`config.mk`:
```
export PLATFORM = sky130hd
export DESIGN_NAME = fflag_top
export DESIGN_NICKNAME = d
export VERILOG_FILES = /design/src/fflag_pkg.sv /design/src/fflag_crc.sv /design/src/fflag_top.sv
export VERILOG_INCLUDE_DIRS = /design/src
export SDC_FILE = /design/constraint.sdc
export NUM_CORES = 1
export LEC_CHECK = 0
export BUFFER_PORTS_ARGS = -buffer_cell sky130_fd_sc_hd__buf_4
export CORE_ASPECT_RATIO = 0.5
export CORE_MARGIN = 2
export CORE_UTILIZATION = 44
export CTS_CLUSTER_DIAMETER = 60
export DETAILED_ROUTE_END_ITERATION = 8
export GPL_ROUTABILITY_DRIVEN = 0
export PLACE_DENSITY = 0.81
export SETUP_SLACK_MARGIN = 0.05
export SYNTH_ARGS = -nofsm -noshare
export SYNTH_HDL_FRONTEND = slang
export SYNTH_SLANG_ARGS = --single-unit
```
`constraint.sdc`:
```
create_clock -name sys_clk -period 2.6 [get_ports sys_clk]
set_input_delay 0.52 -clock sys_clk [delete_from_list [all_inputs] [get_ports sys_clk]]
set_output_delay 0.52 -clock sys_clk [all_outputs]
set_load 0.01 [all_outputs]
```
`src/fflag_cfg.svh`:
```
// Purpose: Constants for the sticky fault-flag register bank
// Assumes: 25 MHz system clock
// Notes:   Offsets, field positions, reset values and timing counts
`ifndef FFLAG_CFG_SVH
`define FFLAG_CFG_SVH

// Register port widths
`define FF_ADDR_W        6
`define FF_DATA_W        16

// Register addresses
`define FF_ADDR_FLAGS    6'h06
`define FF_ADDR_ENABLE   6'h07

// Reset values
`define FF_FLAGS_RESET   16'h0000
`define FF_ENABLE_RESET  16'h0040

// Bits implemented in this bank; others read as zero
`define FF_LIVE_MASK     16'h01ff
`define FF_LIVE_W        9

// Flag positions
`define FF_BIT_REF       8
`define FF_BIT_CONV      7
`define FF_BIT_IGNORE    6
`define FF_BIT_FRAME     5
`define FF_BIT_RD_ADDR   4
`define FF_BIT_WR_ADDR   3
`define FF_BIT_LINK_CRC  2
`define FF_BIT_REGMAP    1
`define FF_BIT_ROM       0

// Serial frames must hold whole bytes of clock edges
`define FF_FRAME_UNIT    8
`define FF_FRAME_CNT_W   3

// Integrity checksum
`define FF_CRC_POLY      8'h07
`define FF_CRC_INIT      8'hff

// Register-map check period
`define FF_SYS_CLK_HZ    25000000
`define FF_MM_PERIOD_US  1000
`define FF_MM_PERIOD_CYC ((`FF_MM_PERIOD_US) * ((`FF_SYS_CLK_HZ) / 1000000))

`endif

```
`src/fflag_pkg.sv`:
```
// Purpose: Types shared by the fault-flag register bank
// Assumes: Nothing beyond the configuration header
// Notes:   State codes are one-hot
package fflag_pkg;

    // Periodic register-map check
    typedef enum logic [1:0] {
        FF_MM_IDLE = 2'b01,
        FF_MM_RUN  = 2'b10
    } fflag_mm_state_t;

    // Power-up ROM check
    typedef enum logic [2:0] {
        FF_ROM_LOAD  = 3'b001,
        FF_ROM_WAIT  = 3'b010,
        FF_ROM_READY = 3'b100
    } fflag_rom_state_t;

endpackage : fflag_pkg

```
`src/fflag_crc.sv`:
```
// Purpose: Serial CRC-8 over an image of 16-bit words, one word a clock
// Assumes: Image held stable while busy
// Notes:   Done pulses one cycle after the last word, result in crc_q
`include "fflag_cfg.svh"
`timescale 1ns/10ps
`default_nettype none

module fflag_crc #(
    parameter int WORDS = 8
) (
    // Clock and reset
    input  wire logic                  sys_clk,
    input  wire logic                  rst,
    // Control
    input  wire logic                  start,
    input  wire logic [WORDS*16-1:0]   image,
    // Result
    output logic                       busy_q,
    output logic                       done_q,
    output logic [7:0]                 crc_q
);

    localparam int IW = (WORDS > 1) ? $clog2(WORDS) : 1;

    logic [IW-1:0] idx_q;   // Word being folded in

    // One word, most significant bit first
    function automatic logic [7:0] crc8_word(input logic [7:0] c, input logic [15:0] w);
        logic [7:0] r;
        r = c;
        for (int i = 15; i >= 0; i--) begin
            r = (r[7] ^ w[i]) ? ({r[6:0], 1'b0} ^ `FF_CRC_POLY) : {r[6:0], 1'b0};
        end
        return r;
    endfunction : crc8_word

    // Walk the image; a start while busy is ignored
    always_ff @(posedge sys_clk) begin
        if (rst) begin
            busy_q <= 1'b0;
            done_q <= 1'b0;
            crc_q  <= `FF_CRC_INIT;
            idx_q  <= '0;
        end else begin
            done_q <= 1'b0;
            if (start && !busy_q) begin
                busy_q <= 1'b1;
                idx_q  <= '0;
                crc_q  <= `FF_CRC_INIT;
            end else if (busy_q) begin
                crc_q <= crc8_word(crc_q, image[idx_q*16 +: 16]);
                if (idx_q == IW'(WORDS - 1)) begin
                    busy_q <= 1'b0;
                    done_q <= 1'b1;
                end else begin
                    idx_q <= idx_q + 1'b1;
                end
            end
        end
    end

endmodule : fflag_crc
`default_nettype wire

```
`src/fflag_top.sv`:
```
// Purpose: Sticky fault-flag register with its error-enable register
// Assumes: Condition inputs synchronous to sys_clk; register port is the
//          decoded serial access (one request per cycle)
// Notes:   Flags are write-one-to-clear; a set in the clear cycle wins
//
// Contract
// Reference below threshold sets flag 8
// Clamp, calibration or saturation sets flag 7
// Access while ignored sets flag 6
// Frame edge count not multiple of eight
// Read of invalid address sets flag 4
// Write to invalid address sets flag 3
// Link checksum mismatch sets flag 2
// Periodic register-map CRC while enabled
// Map changed without write sets flag 1
// Power-up ROM CRC mismatch sets flag 0
// Flag asserts only while enabled
// Write one clears, zero keeps, read returns
// Flags at 0x06, zero after reset
// Enable bit one enables, zero disables
// Flags stay set until cleared
`include "fflag_cfg.svh"
`timescale 1ns/10ps
`default_nettype none

module fflag_top
    import fflag_pkg::*;
#(
    parameter int                     MM_PERIOD_CYC = `FF_MM_PERIOD_CYC,
    parameter int                     MAP_WORDS     = 8,
    parameter int                     ROM_WORDS     = 8,
    parameter logic [`FF_ADDR_W-1:0]  LAST_ADDR     = 6'h1f
) (
    // Clock and reset
    input  wire logic                     sys_clk,
    input  wire logic                     rst,
    // Register port
    input  wire logic [`FF_ADDR_W-1:0]    reg_addr,
    input  wire logic                     reg_wr,
    input  wire logic                     reg_rd,
    input  wire logic [`FF_DATA_W-1:0]    reg_wdata,
    output logic      [`FF_DATA_W-1:0]    reg_rdata_q,
    output logic                          reg_rvalid_q,
    // Conversion and reference conditions
    input  wire logic                     ref_below_thresh,
    input  wire logic                     adc_clamp_pos,
    input  wire logic                     adc_clamp_neg,
    input  wire logic                     cal_out_of_range,
    input  wire logic                     mod_saturated,
    // Serial link conditions
    input  wire logic                     ignore_access,
    input  wire logic                     frame_active,
    input  wire logic                     frame_sclk_edge,
    input  wire logic                     frame_crc_check,
    input  wire logic [7:0]               frame_crc_rx,
    input  wire logic [7:0]               frame_crc_calc,
    // Integrity images
    input  wire logic [MAP_WORDS*16-1:0]  regmap_image,
    input  wire logic [ROM_WORDS*16-1:0]  rom_image,
    input  wire logic [7:0]               rom_crc_ref,
    // Status
    output logic                          accesses_ignored_q
);

    // Register state
    logic [`FF_DATA_W-1:0]       flags_q;       // Sticky fault flags
    logic [`FF_DATA_W-1:0]       enable_q;      // Per-flag enables
    // Derived request and event terms
    logic                        ignoring;      // Accesses dropped now
    logic                        serial_access; // Any request this cycle
    logic                        wr_ok;         // Write accepted
    logic                        rd_ok;         // Read accepted
    logic [`FF_DATA_W-1:0]       clr;           // Write-one clear mask
    logic [`FF_DATA_W-1:0]       set_vec;       // Raw events
    logic [`FF_DATA_W-1:0]       gated;         // Events past enables
    logic [`FF_DATA_W-1:0]       clr_only;      // Clears with no new set
    // Frame edge counting
    logic                        frame_active_q;
    logic [`FF_FRAME_CNT_W-1:0]  edge_cnt_q;    // Edges modulo eight
    logic                        frame_bad;
    // Register-map check
    fflag_mm_state_t             mm_state_q;
    logic [31:0]                 mm_cnt_q;
    logic                        mm_start;
    logic                        mm_busy;
    logic                        mm_done;
    logic [7:0]                  mm_crc;
    logic [7:0]                  mm_ref_q;      // Map CRC known good
    logic                        mm_ref_valid_q;
    logic                        mm_dirty_q;    // Write landed mid-pass
    logic                        mm_bad;
    // ROM check
    fflag_rom_state_t            rom_state_q;
    logic                        rom_done;
    logic [7:0]                  rom_crc;
    logic                        rom_bad;
    logic                        rom_pend_q;    // Mismatch awaiting its enable

    // Locations that exist in the whole register map
    function automatic logic addr_valid(input logic [`FF_ADDR_W-1:0] a);
        return a <= LAST_ADDR;
    endfunction : addr_valid

    // Request decode; ROM download blocks the port
    always_comb begin
        ignoring      = (rom_state_q != FF_ROM_READY) || ignore_access;
        serial_access = reg_wr || reg_rd;
        wr_ok         = reg_wr && !ignoring && addr_valid(reg_addr);
        rd_ok         = reg_rd && !ignoring && addr_valid(reg_addr);
        clr           = (wr_ok && reg_addr == `FF_ADDR_FLAGS) ? reg_wdata : '0;
    end

    // Event sources, one per flag
    always_comb begin
        set_vec                   = '0;
        set_vec[`FF_BIT_REF]      = ref_below_thresh;
        set_vec[`FF_BIT_CONV]     = adc_clamp_pos || adc_clamp_neg
                                    || cal_out_of_range || mod_saturated;
        set_vec[`FF_BIT_IGNORE]   = serial_access && ignoring;
        set_vec[`FF_BIT_FRAME]    = frame_bad;
        set_vec[`FF_BIT_RD_ADDR]  = reg_rd && !ignoring && !addr_valid(reg_addr);
        set_vec[`FF_BIT_WR_ADDR]  = reg_wr && !ignoring && !addr_valid(reg_addr);
        set_vec[`FF_BIT_LINK_CRC] = frame_crc_check && (frame_crc_rx != frame_crc_calc);
        set_vec[`FF_BIT_REGMAP]   = mm_bad;
        set_vec[`FF_BIT_ROM]      = rom_bad || rom_pend_q;
        gated    = set_vec & enable_q & `FF_LIVE_MASK;
        clr_only = clr & ~gated;
    end

    // Sticky flags: new events win over a clear in the same cycle
    always_ff @(posedge sys_clk) begin
        if (rst) begin
            flags_q <= `FF_FLAGS_RESET;
        end else begin
            flags_q <= ((flags_q & ~clr) | gated) & `FF_LIVE_MASK;
        end
    end

    // Enable register; bits outside the live set are reserved
    always_ff @(posedge sys_clk) begin
        if (rst) begin
            enable_q <= `FF_ENABLE_RESET;
        end else if (wr_ok && reg_addr == `FF_ADDR_ENABLE) begin
            enable_q <= reg_wdata & `FF_LIVE_MASK;
        end
    end

    // Read port; unhandled valid addresses and bad ones read zero
    always_ff @(posedge sys_clk) begin
        if (rst) begin
            reg_rdata_q  <= '0;
            reg_rvalid_q <= 1'b0;
        end else begin
            reg_rvalid_q <= reg_rd && !ignoring;
            case (reg_addr)
                `FF_ADDR_FLAGS:  reg_rdata_q <= flags_q;
                `FF_ADDR_ENABLE: reg_rdata_q <= enable_q;
                default:         reg_rdata_q <= '0;
            endcase
        end
    end

    // Frame edges counted modulo eight, checked when chip select drops
    always_ff @(posedge sys_clk) begin
        if (rst) begin
            frame_active_q <= 1'b0;
            edge_cnt_q     <= '0;
        end else begin
            frame_active_q <= frame_active;
            if (!frame_active) begin
                edge_cnt_q <= '0;
            end else if (frame_sclk_edge) begin
                edge_cnt_q <= edge_cnt_q + 1'b1;
            end
        end
    end

    assign frame_bad = frame_active_q && !frame_active && (edge_cnt_q != '0);

    // Periodic map check runs only while its flag is enabled
    always_ff @(posedge sys_clk) begin
        if (rst) begin
            mm_state_q <= FF_MM_IDLE;
            mm_cnt_q   <= '0;
        end else if (!enable_q[`FF_BIT_REGMAP]) begin
            mm_state_q <= FF_MM_IDLE;
            mm_cnt_q   <= '0;
        end else begin
            case (mm_state_q)
                FF_MM_IDLE: begin
                    if (mm_start) begin
                        mm_state_q <= FF_MM_RUN;
                        mm_cnt_q   <= '0;
                    end else begin
                        mm_cnt_q <= mm_cnt_q + 32'h1;
                    end
                end
                FF_MM_RUN: begin
                    if (mm_done) begin
                        mm_state_q <= FF_MM_IDLE;
                    end
                end
                default: mm_state_q <= FF_MM_IDLE;
            endcase
        end
    end

    assign mm_start = enable_q[`FF_BIT_REGMAP] && (mm_state_q == FF_MM_IDLE)
                      && (mm_cnt_q == 32'(MM_PERIOD_CYC - 1));

    // Reference CRC: a legitimate write makes the next clean pass the new
    // reference, so only changes without writes are reported
    always_ff @(posedge sys_clk) begin
        if (rst) begin
            mm_ref_q       <= `FF_CRC_INIT;
            mm_ref_valid_q <= 1'b0;
            mm_dirty_q     <= 1'b0;
        end else if (!enable_q[`FF_BIT_REGMAP] || wr_ok) begin
            mm_ref_valid_q <= 1'b0;
            mm_dirty_q     <= mm_busy && wr_ok;
        end else if (mm_done) begin
            mm_dirty_q <= 1'b0;
            if (!mm_ref_valid_q && !mm_dirty_q) begin
                mm_ref_q       <= mm_crc;
                mm_ref_valid_q <= 1'b1;
            end
        end
    end

    assign mm_bad = mm_done && mm_ref_valid_q && !wr_ok && (mm_crc != mm_ref_q);

    fflag_crc #(
        .WORDS   (MAP_WORDS)
    ) u_map_crc (
        .sys_clk (sys_clk),
        .rst     (rst),
        .start   (mm_start),
        .image   (regmap_image),
        .busy_q  (mm_busy),
        .done_q  (mm_done),
        .crc_q   (mm_crc)
    );

    // ROM check once after reset; the port stays blocked until done
    always_ff @(posedge sys_clk) begin
        if (rst) begin
            rom_state_q <= FF_ROM_LOAD;
        end else begin
            case (rom_state_q)
                FF_ROM_LOAD:  rom_state_q <= FF_ROM_WAIT;
                FF_ROM_WAIT:  if (rom_done) rom_state_q <= FF_ROM_READY;
                FF_ROM_READY: rom_state_q <= FF_ROM_READY;
                default:      rom_state_q <= FF_ROM_LOAD;
            endcase
        end
    end

    assign rom_bad = rom_done && (rom_state_q == FF_ROM_WAIT) && (rom_crc != rom_crc_ref);

    // The check ends before the host can enable flag 0, so a mismatch is
    // held until that enable is set instead of being lost
    always_ff @(posedge sys_clk) begin
        if (rst) begin
            rom_pend_q <= 1'b0;
        end else if (rom_bad) begin
            rom_pend_q <= 1'b1;
        end else if (enable_q[`FF_BIT_ROM]) begin
            rom_pend_q <= 1'b0;
        end
    end

    fflag_crc #(
        .WORDS   (ROM_WORDS)
    ) u_rom_crc (
        .sys_clk (sys_clk),
        .rst     (rst),
        .start   (rom_state_q == FF_ROM_LOAD),
        .image   (rom_image),
        .busy_q  (),
        .done_q  (rom_done),
        .crc_q   (rom_crc)
    );

    // Ignore status for the serial front end
    always_ff @(posedge sys_clk) begin
        if (rst) begin
            accesses_ignored_q <= 1'b1;
        end else begin
            accesses_ignored_q <= ignoring;
        end
    end
endmodule : fflag_top
`default_nettype wire

```
Word level (Yosys, flattened, before mapping)
Index checks and enable logic that the tools add are counted.

word-level totals
  register bits = 114
  input port bits = 315
  output and inout bits = 18
  logic and storage cells = 226

cells by class
  add/sub/neg operators = 4
  $lt $le $gt $ge = 1
  equal/unequal tests = 17
  shifts and indexed selects = 2
  mux-type cells = 52
  bitwise gates (word level) = 75
  reductions and logical operators = 53

operators by type and width
  operator                 number
  $shiftx A128 B8 Y16      2
  $mux W3                  33
  $not A3 Y3               32
  $add A32 B1 Y32 const B  1
  $eq A32 B15 Y1 const B   1
  $mux W32                 1
  $xor A1 B1 Y1            32
  $ne A8 B8 Y1             3
  $logic_and A1 B1 Y1      22
  $and A9 B9 Y9            2
  $pmux W9 S2              1
  $eq A6 B3 Y1 const B     2
  $mux W1                  12
  $reduce_or A2 Y1         5
  $add A3 B1 Y3 const B    3
  $eq A3 B3 Y1 const B     3
  $logic_not A1 Y1         9
  $mux W9                  1
  $not A9 Y9               1
  $or A9 B9 Y9             1
  $pmux W3 S3              1
  $reduce_and A2 Y1        4
  $logic_or A1 B1 Y1       7
  $not A1 Y1               7
  13 further kinds         18

Logic depth before layout (Yosys ltp)
Gate-level depths: netlist (run 1).

  depth in word-level cells = 33
  gate-level depth with buffers = 11
  depth with buffers taken out = 8

Hierarchy
Synthesis (run 1) repeated with hierarchy kept, for this count alone.

second synthesis, totals
  cell total of the unflattened synthesis = 784
  area total of the unflattened synthesis = 7890.1 um2

by module, submodules not included
  module                  instances  cells an instance  area each (um2)  seq. area each (um2)
  fflag_top               1          451                3867.5           1621.6
  fflag_crc at u_rom_crc  1          167                2040.7           260.2
  fflag_crc at u_map_crc  1          166                1981.9           260.2

Least setup slack after synthesis (run 1)
No wires, ideal clock.

  path kind = register -> register
  start = reg u_map_crc.idx_q[0]
  end = reg u_map_crc.crc_q[4]
  setup time = 129 ps
  arrival time = 2523 ps
  required time = 2471 ps
  slack = -52 ps
  cell stages (with the launch flop) = 11
  path buffers = 3
  period minus slack after synthesis = 2652 ps
  cell sequence = dfxtp_1 buf_6 buf_6 buf_4 mux4_2 mux2i_1 xor2_1 xor3_1 xnor2_1 nor2_1 o21ai_1

on the way
  word-level cells in the longest chain between the ends = 13
  elaborated cells between the ends (all ways) = 28
  classes of those cells = shift (1); mux (10); bitwise (17)

ends and longest elaborated chain
  element                  line             text
  from (decl)              fflag_crc.sv:25  logic [IW-1:0] idx_q;
  from (signal assigned)   fflag_crc.sv:56  idx_q <= idx_q + 1'b1;
  $shiftx A128 B8 Y16 (*)  fflag_crc.sv:51  crc_q <= crc8_word(crc_q, image[idx_q*16 +: 16]);
  $xor A1 B1 Y1            fflag_crc.sv:32  r = (r[7] ^ w[i]) ? ({r[6:0], 1'b0} ^ `FF_CRC_POLY) : {r[6:0], 1'b0};
  $mux W3                  fflag_crc.sv:32
  $not A3 Y3 (no line)     -
  $mux W3                  fflag_crc.sv:32
  $not A3 Y3 (no line)     -
  $mux W3                  fflag_crc.sv:32
  $xor A1 B1 Y1            fflag_crc.sv:32
  $mux W3                  fflag_crc.sv:32
  $not A3 Y3 (no line)     -
  $mux W3                  fflag_crc.sv:32
  $not A3 Y3 (no line)     -
  $mux W3 (*)              fflag_crc.sv:32
  to (signal assigned)     fflag_crc.sv:42  crc_q <= `FF_CRC_INIT;
  to (signal assigned)     fflag_crc.sv:49  crc_q <= `FF_CRC_INIT;
  to (signal assigned)     fflag_crc.sv:51
  to (decl)                fflag_crc.sv:20  output logic [7:0] crc_q

Mark *: on every way between the ends. The rest lies on a longest branch, timed or not.
A chain may end at the register's enable or synchronous reset.

Worst setup path after layout (run 1)
Same ends and word-level chain as after synthesis.

==> results of run 1 <==
-- logic make-up after synthesis --
logic type,after synthesis
AND/OR/NAND/NOR,231
XOR/XNOR,155
multiplexers,133
flip-flops,107
buffers and inverters,56
AO/OA/AOI/OAI,55
adder cells (fa/ha/maj),7
other,1
-- power groups by stage --
stage | registers, mW | logic (mW) | clock network, mW
final | 1.77 | 2.67 | 1.23
after global routing | 1.78 | 2.85 | 1.33
after detailed placement | 1.79 | 2.28 | 0
after global placement | 1.79 | 2.21 | 0
after CTS | 1.76 | 2.38 | 1.25
after floorplan | 1.77 | 1.52 | 0
-- flip-flops by register name (all words and copies together), names as in the netlist, 2 cells and up --
register         cells
mm_cnt_q            32
enable_q             9
flags_q              9
reg_rdata_q          9
mm_ref_q             8
u_map_crc.crc_q      8
u_rom_crc.crc_q      8
edge_cnt_q           3
rom_state_q          3
u_map_crc.idx_q      3
u_rom_crc.idx_q      3
mm_state_q           2
-- how the worst max path moves through the flow --
stage	to	cells after the start	start
6_report	u_map_crc.crc_q[4]	11	u_map_crc.idx_q[0]
5_1_grt	u_map_crc.crc_q[2]	10	u_map_crc.idx_q[0]
4_1_cts	u_map_crc.crc_q[2]	11	u_map_crc.idx_q[0]
3_5_place_dp	u_rom_crc.crc_q[3]	9	rom_image[126]
3_3_place_gp	u_map_crc.crc_q[2]	10	regmap_image[93]
2_1_floorplan	u_map_crc.crc_q[2]	10	u_map_crc.idx_q[0]
-- per-layer routing --
layer	up-vias	track usage, %	share of wire (%)
met4	2	8.408	2.7
met2	282	44.78	49
li1	3383	-	-
met5	-	0	0.20
met3	66	8.487	7.6
met1	3471	31.63	40
-- cell usage in the layout (no fill, tap or decap), drive strengths merged, types with 4 or more instances in the layout --
master / n
o21ai: 21
xnor3: 11
clkinv: 4
or3: 7
nand2: 56
buf: 393
nand2b: 4
ha: 7
nand3: 11
nor3: 9
inv: 9
clkbuf: 13
dfxtp: 107
nor4: 9
nand4: 16
nor2: 93
mux4: 61
and3: 7
mux2i: 72
conb: 7
xor2: 60
xnor2: 82
a21oi: 23
-- repair_timing --
| item | in CTS | in global routing |
|---|---|---|
| buffers inserted | 9 | 6 |
| gates resized for setup | 27 | 40 |
| pin swaps | 22 | 25 |
| setup endpoints to repair | 15 | 16 |
| hold buffers | 0 | 0 |
| gates cloned | 1 | 1 |
| hold endpoints to repair | 0 | 0 |
-- through the flow --
step / setup slack (ps) / utilization (%)
global placement: -203.8 / 63.31
finish: -179.7 / 68.15
global route: -258.1 / 68.14
detailed placement: -254.2 / 63.31
CTS: -108.2 / 66.20
floorplan: 26.68 / -
-- worst reg2reg max path, cell delays in order, from the launching register on --
cell and delay, ps:
dfxtp_4 430, buf_12 170, buf_8 120, mux4_2 530, buf_6 140, xnor2_1 120
mux2i_1 180, xnor3_2 320, xor3_2 300, xnor2_2 160, nor2_1 110, o21ai_1 70
-- final cells by class --
type,count,area share (%)
Clock buffer,12,2.080
Antenna cell,2,0.04402
Clock inverter,4,0.2421
Tap cell,227,2.498
Multi-Input combinational cell,588,48.29
Inverter,9,0.2972
Sequential cell,107,18.92
Timing Repair Buffer,394,27.62
==> flow_summary_export.csv, run 1 <==
group,metric,value,unit
critical_path,critPathLaunchType,"flop",
logic_synthesis,synth_fa_ha_area_share,1.146,%
floorplanning,core-area,16680,um2
logic_synthesis,yosysTopAreaCell,"dfxtp_1",
hold_path,hp-class,"input port to flop",
floorplanning,die_h,97.19,um
sta,relSlewSlack,61.66,%
logic_synthesis,synth_area_per_cell,10.26,um2
placed_design,placed_cells,1308,
sta,fin_crit_sh,106.9,%
drt,firstDrtPassIters,5,
finish,final_cells,1343,
clock_network,htreeDepth,3,
logic_synthesis,yosysMostFrequentCell,"dfxtp_1",
power_and_ir_drop,internal_power,3.963,mW
power_and_ir_drop,leakage,4.778,nW
placed_design,dp_hpwl,19810,um
logic_synthesis,ys_seq_elements,107,
clock_network,numCtsBuffers,9,
logic_synthesis,netlist_instances,745,
sta,finClkSkew,10.48,ps
sta,fmax,359.7,MHz
critical_path,crit_family,"XOR/XNOR gates",
logic_synthesis,synth_compound_area_share,3.978,%
finish,regArea,2151,um2
drt,dr_total_vias,7204,
flow_run,drv_cap,0,
hold_path,whs_endpoint,"enable_q[6]",
clock_network,clock_latency,340,ps
logic_synthesis,synth-simple-area-share,14.06,%
floorplanning,io_pins,333,
power_and_ir_drop,p_seq_share,31.2,%
drt,drtAntennaViolNets,0,
hold_path,min_path_cells,3,
logic_synthesis,synthFlopType,"dfxtp_1",
sta,worstMarginPinSlew,573.7,ps
power_and_ir_drop,p_sw,1.707,mW
critical_path,crit_type,"flop to flop",
clock_network,clk_pin_slew,70,ps
clock_network,root_buffer,"clkbuf_16",
critical_path,r2r_end,"u_map_crc.crc_q[4]",
floorplanning,initial_core_util,45.81,%
critical_path,worstPathRequired,2800,ps
logic_synthesis,ys.warnings.count,0,
critical_path,worst_setup_path_end_kind,"flop",
floorplanning,rows,33,
finish,design_area,11370,um2
drt,drt-total-wl,24660,um
logic_synthesis,synthTopCellsByCount,"dfxtp_1 (107), nor2_1 (93), xnor2_1 (81)",
placed_design,place_area,10560,um2
finish,nets,1431,
sta,setup_violations,7,
placed_design,numPortBuffers,318,
power_and_ir_drop,totalPowerFinal,5.669,mW
logic_synthesis,synth.area.top_cells,"dfxtp_1 (28%), mux4_2 (16%), xnor2_1 (9.3%), mux2i_1 (9.2%), xor2_1 (6.8%)",
outcome,status,"finished, violations left",
logic_synthesis,synth_edf_count,0,
clock_network,cts_tree,"yes",
power_and_ir_drop,ir_drop,0.3752,mV
drt,wl_per_cell,18.36,um
sta,period_minus_slack,2780,ps
drt,via_per_inst,5.364,
critical_path,r2r-start,"u_map_crc.idx_q[0]",
power_and_ir_drop,switching_share,30.10,%
grt,grt_overflow,0,
logic_synthesis,netlist_area,7642,um2
critical_path,slowest_delay,530,ps
finish,area_delta_synth_final,48.76,%
sta,setup_ws,-179.7,ps
sta,rsz0062_at_grt,"true",
logic_synthesis,synth_top_family_by_area,"multiplexers",
logic_synthesis,synthMuxAreaShare,28.08,%
finish,drive_gt1_share,46.23,%
logic_synthesis,async_reset_ff_share,0,%
logic_synthesis,synth_top_area_share,28.03,%
drt,route.detailed.drc,0,
grt,grt.total_usage,26.34,%
grt,grt_pass1_vias,7546,
power_and_ir_drop,pwr-share-clk,21.7,%
clock_network,clock-sinks,107,
clock_network,clk_path_buf_depth,2,
critical_path,arrival,2980,ps
logic_synthesis,seq_area_frac_synth,28.03,%
grt,grt_max_degree,31,
sta,hold_viol_final,0,
drt,dr.first_iter.drc_count,359,
grt,grt_pass1_wl,38320,um
outcome,violations,"negative setup slack",
floorplanning,die-area,18500,um2
sta,drv_slew,0,
critical_path,crit_buf_inv,3,
logic_synthesis,ys_types,51,
critical_path,crit_chain,"buf_12, buf_8, mux4_2, buf_6, xnor2_1, mux2i_1, xnor3_2, xor3_2, xnor2_2, nor2_1, o21ai_1",
finish,multi_input_area,5490,um2
sta,fin_setup_tns,-579.6,ps
sta,hold_ws,406.7,ps
finish,nFillCells,1247,
power_and_ir_drop,combPwrFrac,47.1,%
grt,antenna_found_initial,1,
hold_path,hp-start,"reg_wdata[6]",
critical_path,cp_slowest_cell,"mux4_2",
logic_synthesis,synth_xor_xnor_area_share,20.35,%
critical_path,worstPathMaxFanout,8,
floorplanning,fp.dieW,190.4,um
power_and_ir_drop,p_per_area,498.7,nW/um2
critical_path,worst-r2r-cell-count,11,
critical_path,ff2ff_setup_slack,-180,ps
Note: power is estimated with default switching activity, not from simulation.
==> run 2, diff against run 1 <==
--- a/config.mk
+++ b/config.mk
@@ -6,15 +6,17 @@
 export SDC_FILE = /design/constraint.sdc
 export NUM_CORES = 1
 export LEC_CHECK = 0
+export ABC_AREA = 1
 export BUFFER_PORTS_ARGS = -buffer_cell sky130_fd_sc_hd__buf_4
 export CORE_ASPECT_RATIO = 0.5
 export CORE_MARGIN = 2
-export CORE_UTILIZATION = 44
+export CORE_UTILIZATION = 46
 export CTS_CLUSTER_DIAMETER = 60
 export DETAILED_ROUTE_END_ITERATION = 8
 export GPL_ROUTABILITY_DRIVEN = 0
-export PLACE_DENSITY = 0.81
+export PLACE_DENSITY = 0.82
 export SETUP_SLACK_MARGIN = 0.05
+export SKIP_LAST_GASP = 1
 export SYNTH_ARGS = -nofsm -noshare
 export SYNTH_HDL_FRONTEND = slang
 export SYNTH_SLANG_ARGS = --single-unit
==> run 2 against run 1 <==
Effect of this change:
- area after synthesis up 14%
- design area up 6.2%
- hold slack worse by 0.95 ps
- die area up 8.8%
- fmax up 15%
- sequential share of layout area down 1.1 points
- the run now ends clean
- critical path depth up 4
- largest cell class unchanged
- clock power up 13%
- first-iteration DRC count up 84%
==> flow_summary_export.csv, run 2 <==
group,metric,value,unit
sta,rsz0062_at_grt,"false",
drt,firstDrtPassIters,5,
flow_run,drv_cap,0,
logic_synthesis,yosysMostFrequentCell,"nand2_1",
power_and_ir_drop,totalPowerFinal,5.784,mW
sta,fmax,414.8,MHz
logic_synthesis,ys_seq_elements,107,
finish,postLayoutCoreUtil,65.32,%
grt,grt_max_degree,45,
critical_path,crit_type,"flop to flop",
logic_synthesis,ys.warnings.count,0,
sta,setup_violations,0,
drt,via_per_inst,5.086,
floorplanning,initial_core_util,47.14,%
critical_path,arrival,2650,ps
logic_synthesis,synthTopCellsByCount,"nand2_1 (513), nand3_1 (185), inv_1 (148)",
floorplanning,core-area,18480,um2
floorplanning,die_h,101.3,um
drt,route.detailed.drc,0,
drt,dr_total_vias,10480,
floorplanning,io_pins,333,
clock_network,htreeDepth,3,
logic_synthesis,synthFlopType,"dfxtp_1",
clock_network,root_buffer,"clkbuf_16",
grt,grt_pass1_vias,9416,
critical_path,worstPathRequired,2840,ps
clock_network,cts_hold_buf,0,
drt,drt-total-wl,26750,um
sta,fin_crit_sh,92.73,%
placed_design,numPortBuffers,318,
placed_design,placed_cells,2031,
clock_network,cts_tree,"yes",
clock_network,numCtsBuffers,9,
finish,largest_reg_flops,32,
logic_synthesis,synth.area.top_cells,"dfxtp_1 (25%), nand2_1 (22%), nand3_1 (11%), inv_1 (6.4%), nor2_1 (5.6%)",
finish,area_delta_synth_final,38.56,%
sta,finClkSkew,10.62,ps
drt,dr.first_iter.drc_count,660,
power_and_ir_drop,leakage,6.054,nW
power_and_ir_drop,p_sw,2.132,mW
logic_synthesis,synth_top_area_share,24.59,%
drt,wl_per_cell,12.99,um
power_and_ir_drop,p_per_area,479.1,nW/um2
critical_path,worst_setup_path_end_kind,"flop",
power_and_ir_drop,pwr-share-clk,24.1,%
grt,grt.total_usage,25.27,%
drt,drtAntennaViolNets,0,
placed_design,dp_hpwl,20510,um
finish,nFillCells,1789,
power_and_ir_drop,ir_drop,0.3698,mV
logic_synthesis,ys_types,44,
grt,grt_overflow,0,
floorplanning,die-area,20120,um2
finish,drive_gt1_share,24.76,%
power_and_ir_drop,internal_power,3.651,mW
grt,grt_pass1_wl,42340,um
finish,final_cells,2060,
critical_path,worstPathMaxFanout,13,
power_and_ir_drop,switching_share,36.87,%
power_and_ir_drop,combPwrFrac,45.2,%
logic_synthesis,synth_edf_count,0,
hold_path,hp-class,"input port to flop",
clock_network,clock-sinks,107,
logic_synthesis,yosysTopAreaCell,"dfxtp_1",
finish,nets,2118,
sta,drv_slew,0,
clock_network,clk_pin_slew,70,ps
floorplanning,fp.dieW,198.6,um
finish,final_cell_mix,"nand2_1 (490), buf_4 (343), nand3_1 (176)",
critical_path,critPathLaunchType,"flop",
logic_synthesis,async_reset_ff_share,0,%
outcome,status,"finished, final reports clean",
logic_synthesis,synth_area_per_cell,5.843,um2
finish,design_area,12070,um2
finish,diodes,0,
logic_synthesis,seq_area_frac_synth,24.59,%
clock_network,clock_latency,340,ps
logic_synthesis,netlist_instances,1491,
placed_design,place_area,11270,um2
sta,period_minus_slack,2411,ps
logic_synthesis,netlist_area,8712,um2
grt,antenna_found_initial,0,
power_and_ir_drop,p_seq_share,30.7,%
sta,fin_setup_tns,0,ps
sta,hold_viol_final,0,
clock_network,clk_path_buf_depth,2,
floorplanning,rows,35,
finish,mostFrequentLayoutCell,"nand2_1",
finish,top_register,"mm_cnt_q",
[run 2: kinds of logic (layout without fill, tap and decap cells)]
logic type | Yosys count | after routing | synth area share [%]
simple gates | 902 | 902 | 43.37
buf+inv | 227 | 531 | 11.95
compound gates | 181 | 181 | 12.15
flops | 107 | 107 | 24.59
xor+xnor | 66 | 66 | 6.894
fa+ha+maj | 7 | 7 | 1.005
other cells | 1 | 7 | 0.04304
[run 2: power groups by stage]
stage	clock, mW	combinational (mW)	sequential (mW)
after floorplan	0	1.67	1.76
after global placement	0	2.24	1.80
after detailed placement	0	2.27	1.80
after CTS	1.42	2.28	1.76
after global routing	1.50	2.94	1.78
final	1.39	2.62	1.77
[run 2: path summary, 6_finish.rpt]
path                            cells past startpoint  slack (ps)            endpoint          startpoint
worst max-delay path                               15         190  u_rom_crc.crc_q[5]  u_rom_crc.idx_q[0]
worst min-delay path                                3         410         enable_q[6]        reg_wdata[6]
worst max register to register                     15         190  u_rom_crc.crc_q[5]  u_rom_crc.idx_q[0]
worst min register to register                      2         460      reg_rdata_q[3]          flags_q[3]
[run 2: what timing repair did]
action	4_1_cts	5_1_grt
gates resized for setup	0	83
buffers inserted	0	7
setup endpoints to repair	0	35
endpoints found under the hold margin	0	0
[run 2: final cells by class]
type | instances | area (um2) | share of cell area, %
Sequential cell | 107 | 2153 | 17.84
Clock inverter | 5 | 61.31 | 0.5079
Clock buffer | 11 | 252.7 | 2.094
Timing Repair Buffer | 359 | 2908 | 24.09
Multi-Input combinational cell | 1163 | 5757 | 47.69
Tap cell | 259 | 324.1 | 2.684
Inverter | 156 | 615.6 | 5.099
[run 2: critical path, cell delays in order (launching register included)]
cell and delay (ps):
dfxtp_4 400, buf_4 160, clkbuf_16 160, nor2_1 120, nor2_1 50, o21ai_1 60
o211ai_1 150, nand2_1 120, nand2_1 60, nand2_2 100, xor2_2 260, xor2_4 260
xor2_2 180, nand2_1 80, nand3_1 80, nand2_1 50
[run 2: routing by layer]
layer  track usage (%)  up-vias  wire length [um]
met3             4.329       68              1470
met1             31.64     4701             11790
met4             7.692        0               809
li1                  -     5415                 -
met2             44.89      293             12680
met5                 0        -                 0
[run 2: per-stage QoR]
step	hold slack (ps)	worst slack, ps
6_report	405.8	188.9
5_1_grt	408.6	32.19
4_1_cts	400.9	115.2
3_5_place_dp	455.3	95.73
3_3_place_gp	448.6	152.5
2_1_floorplan	439.2	538.7
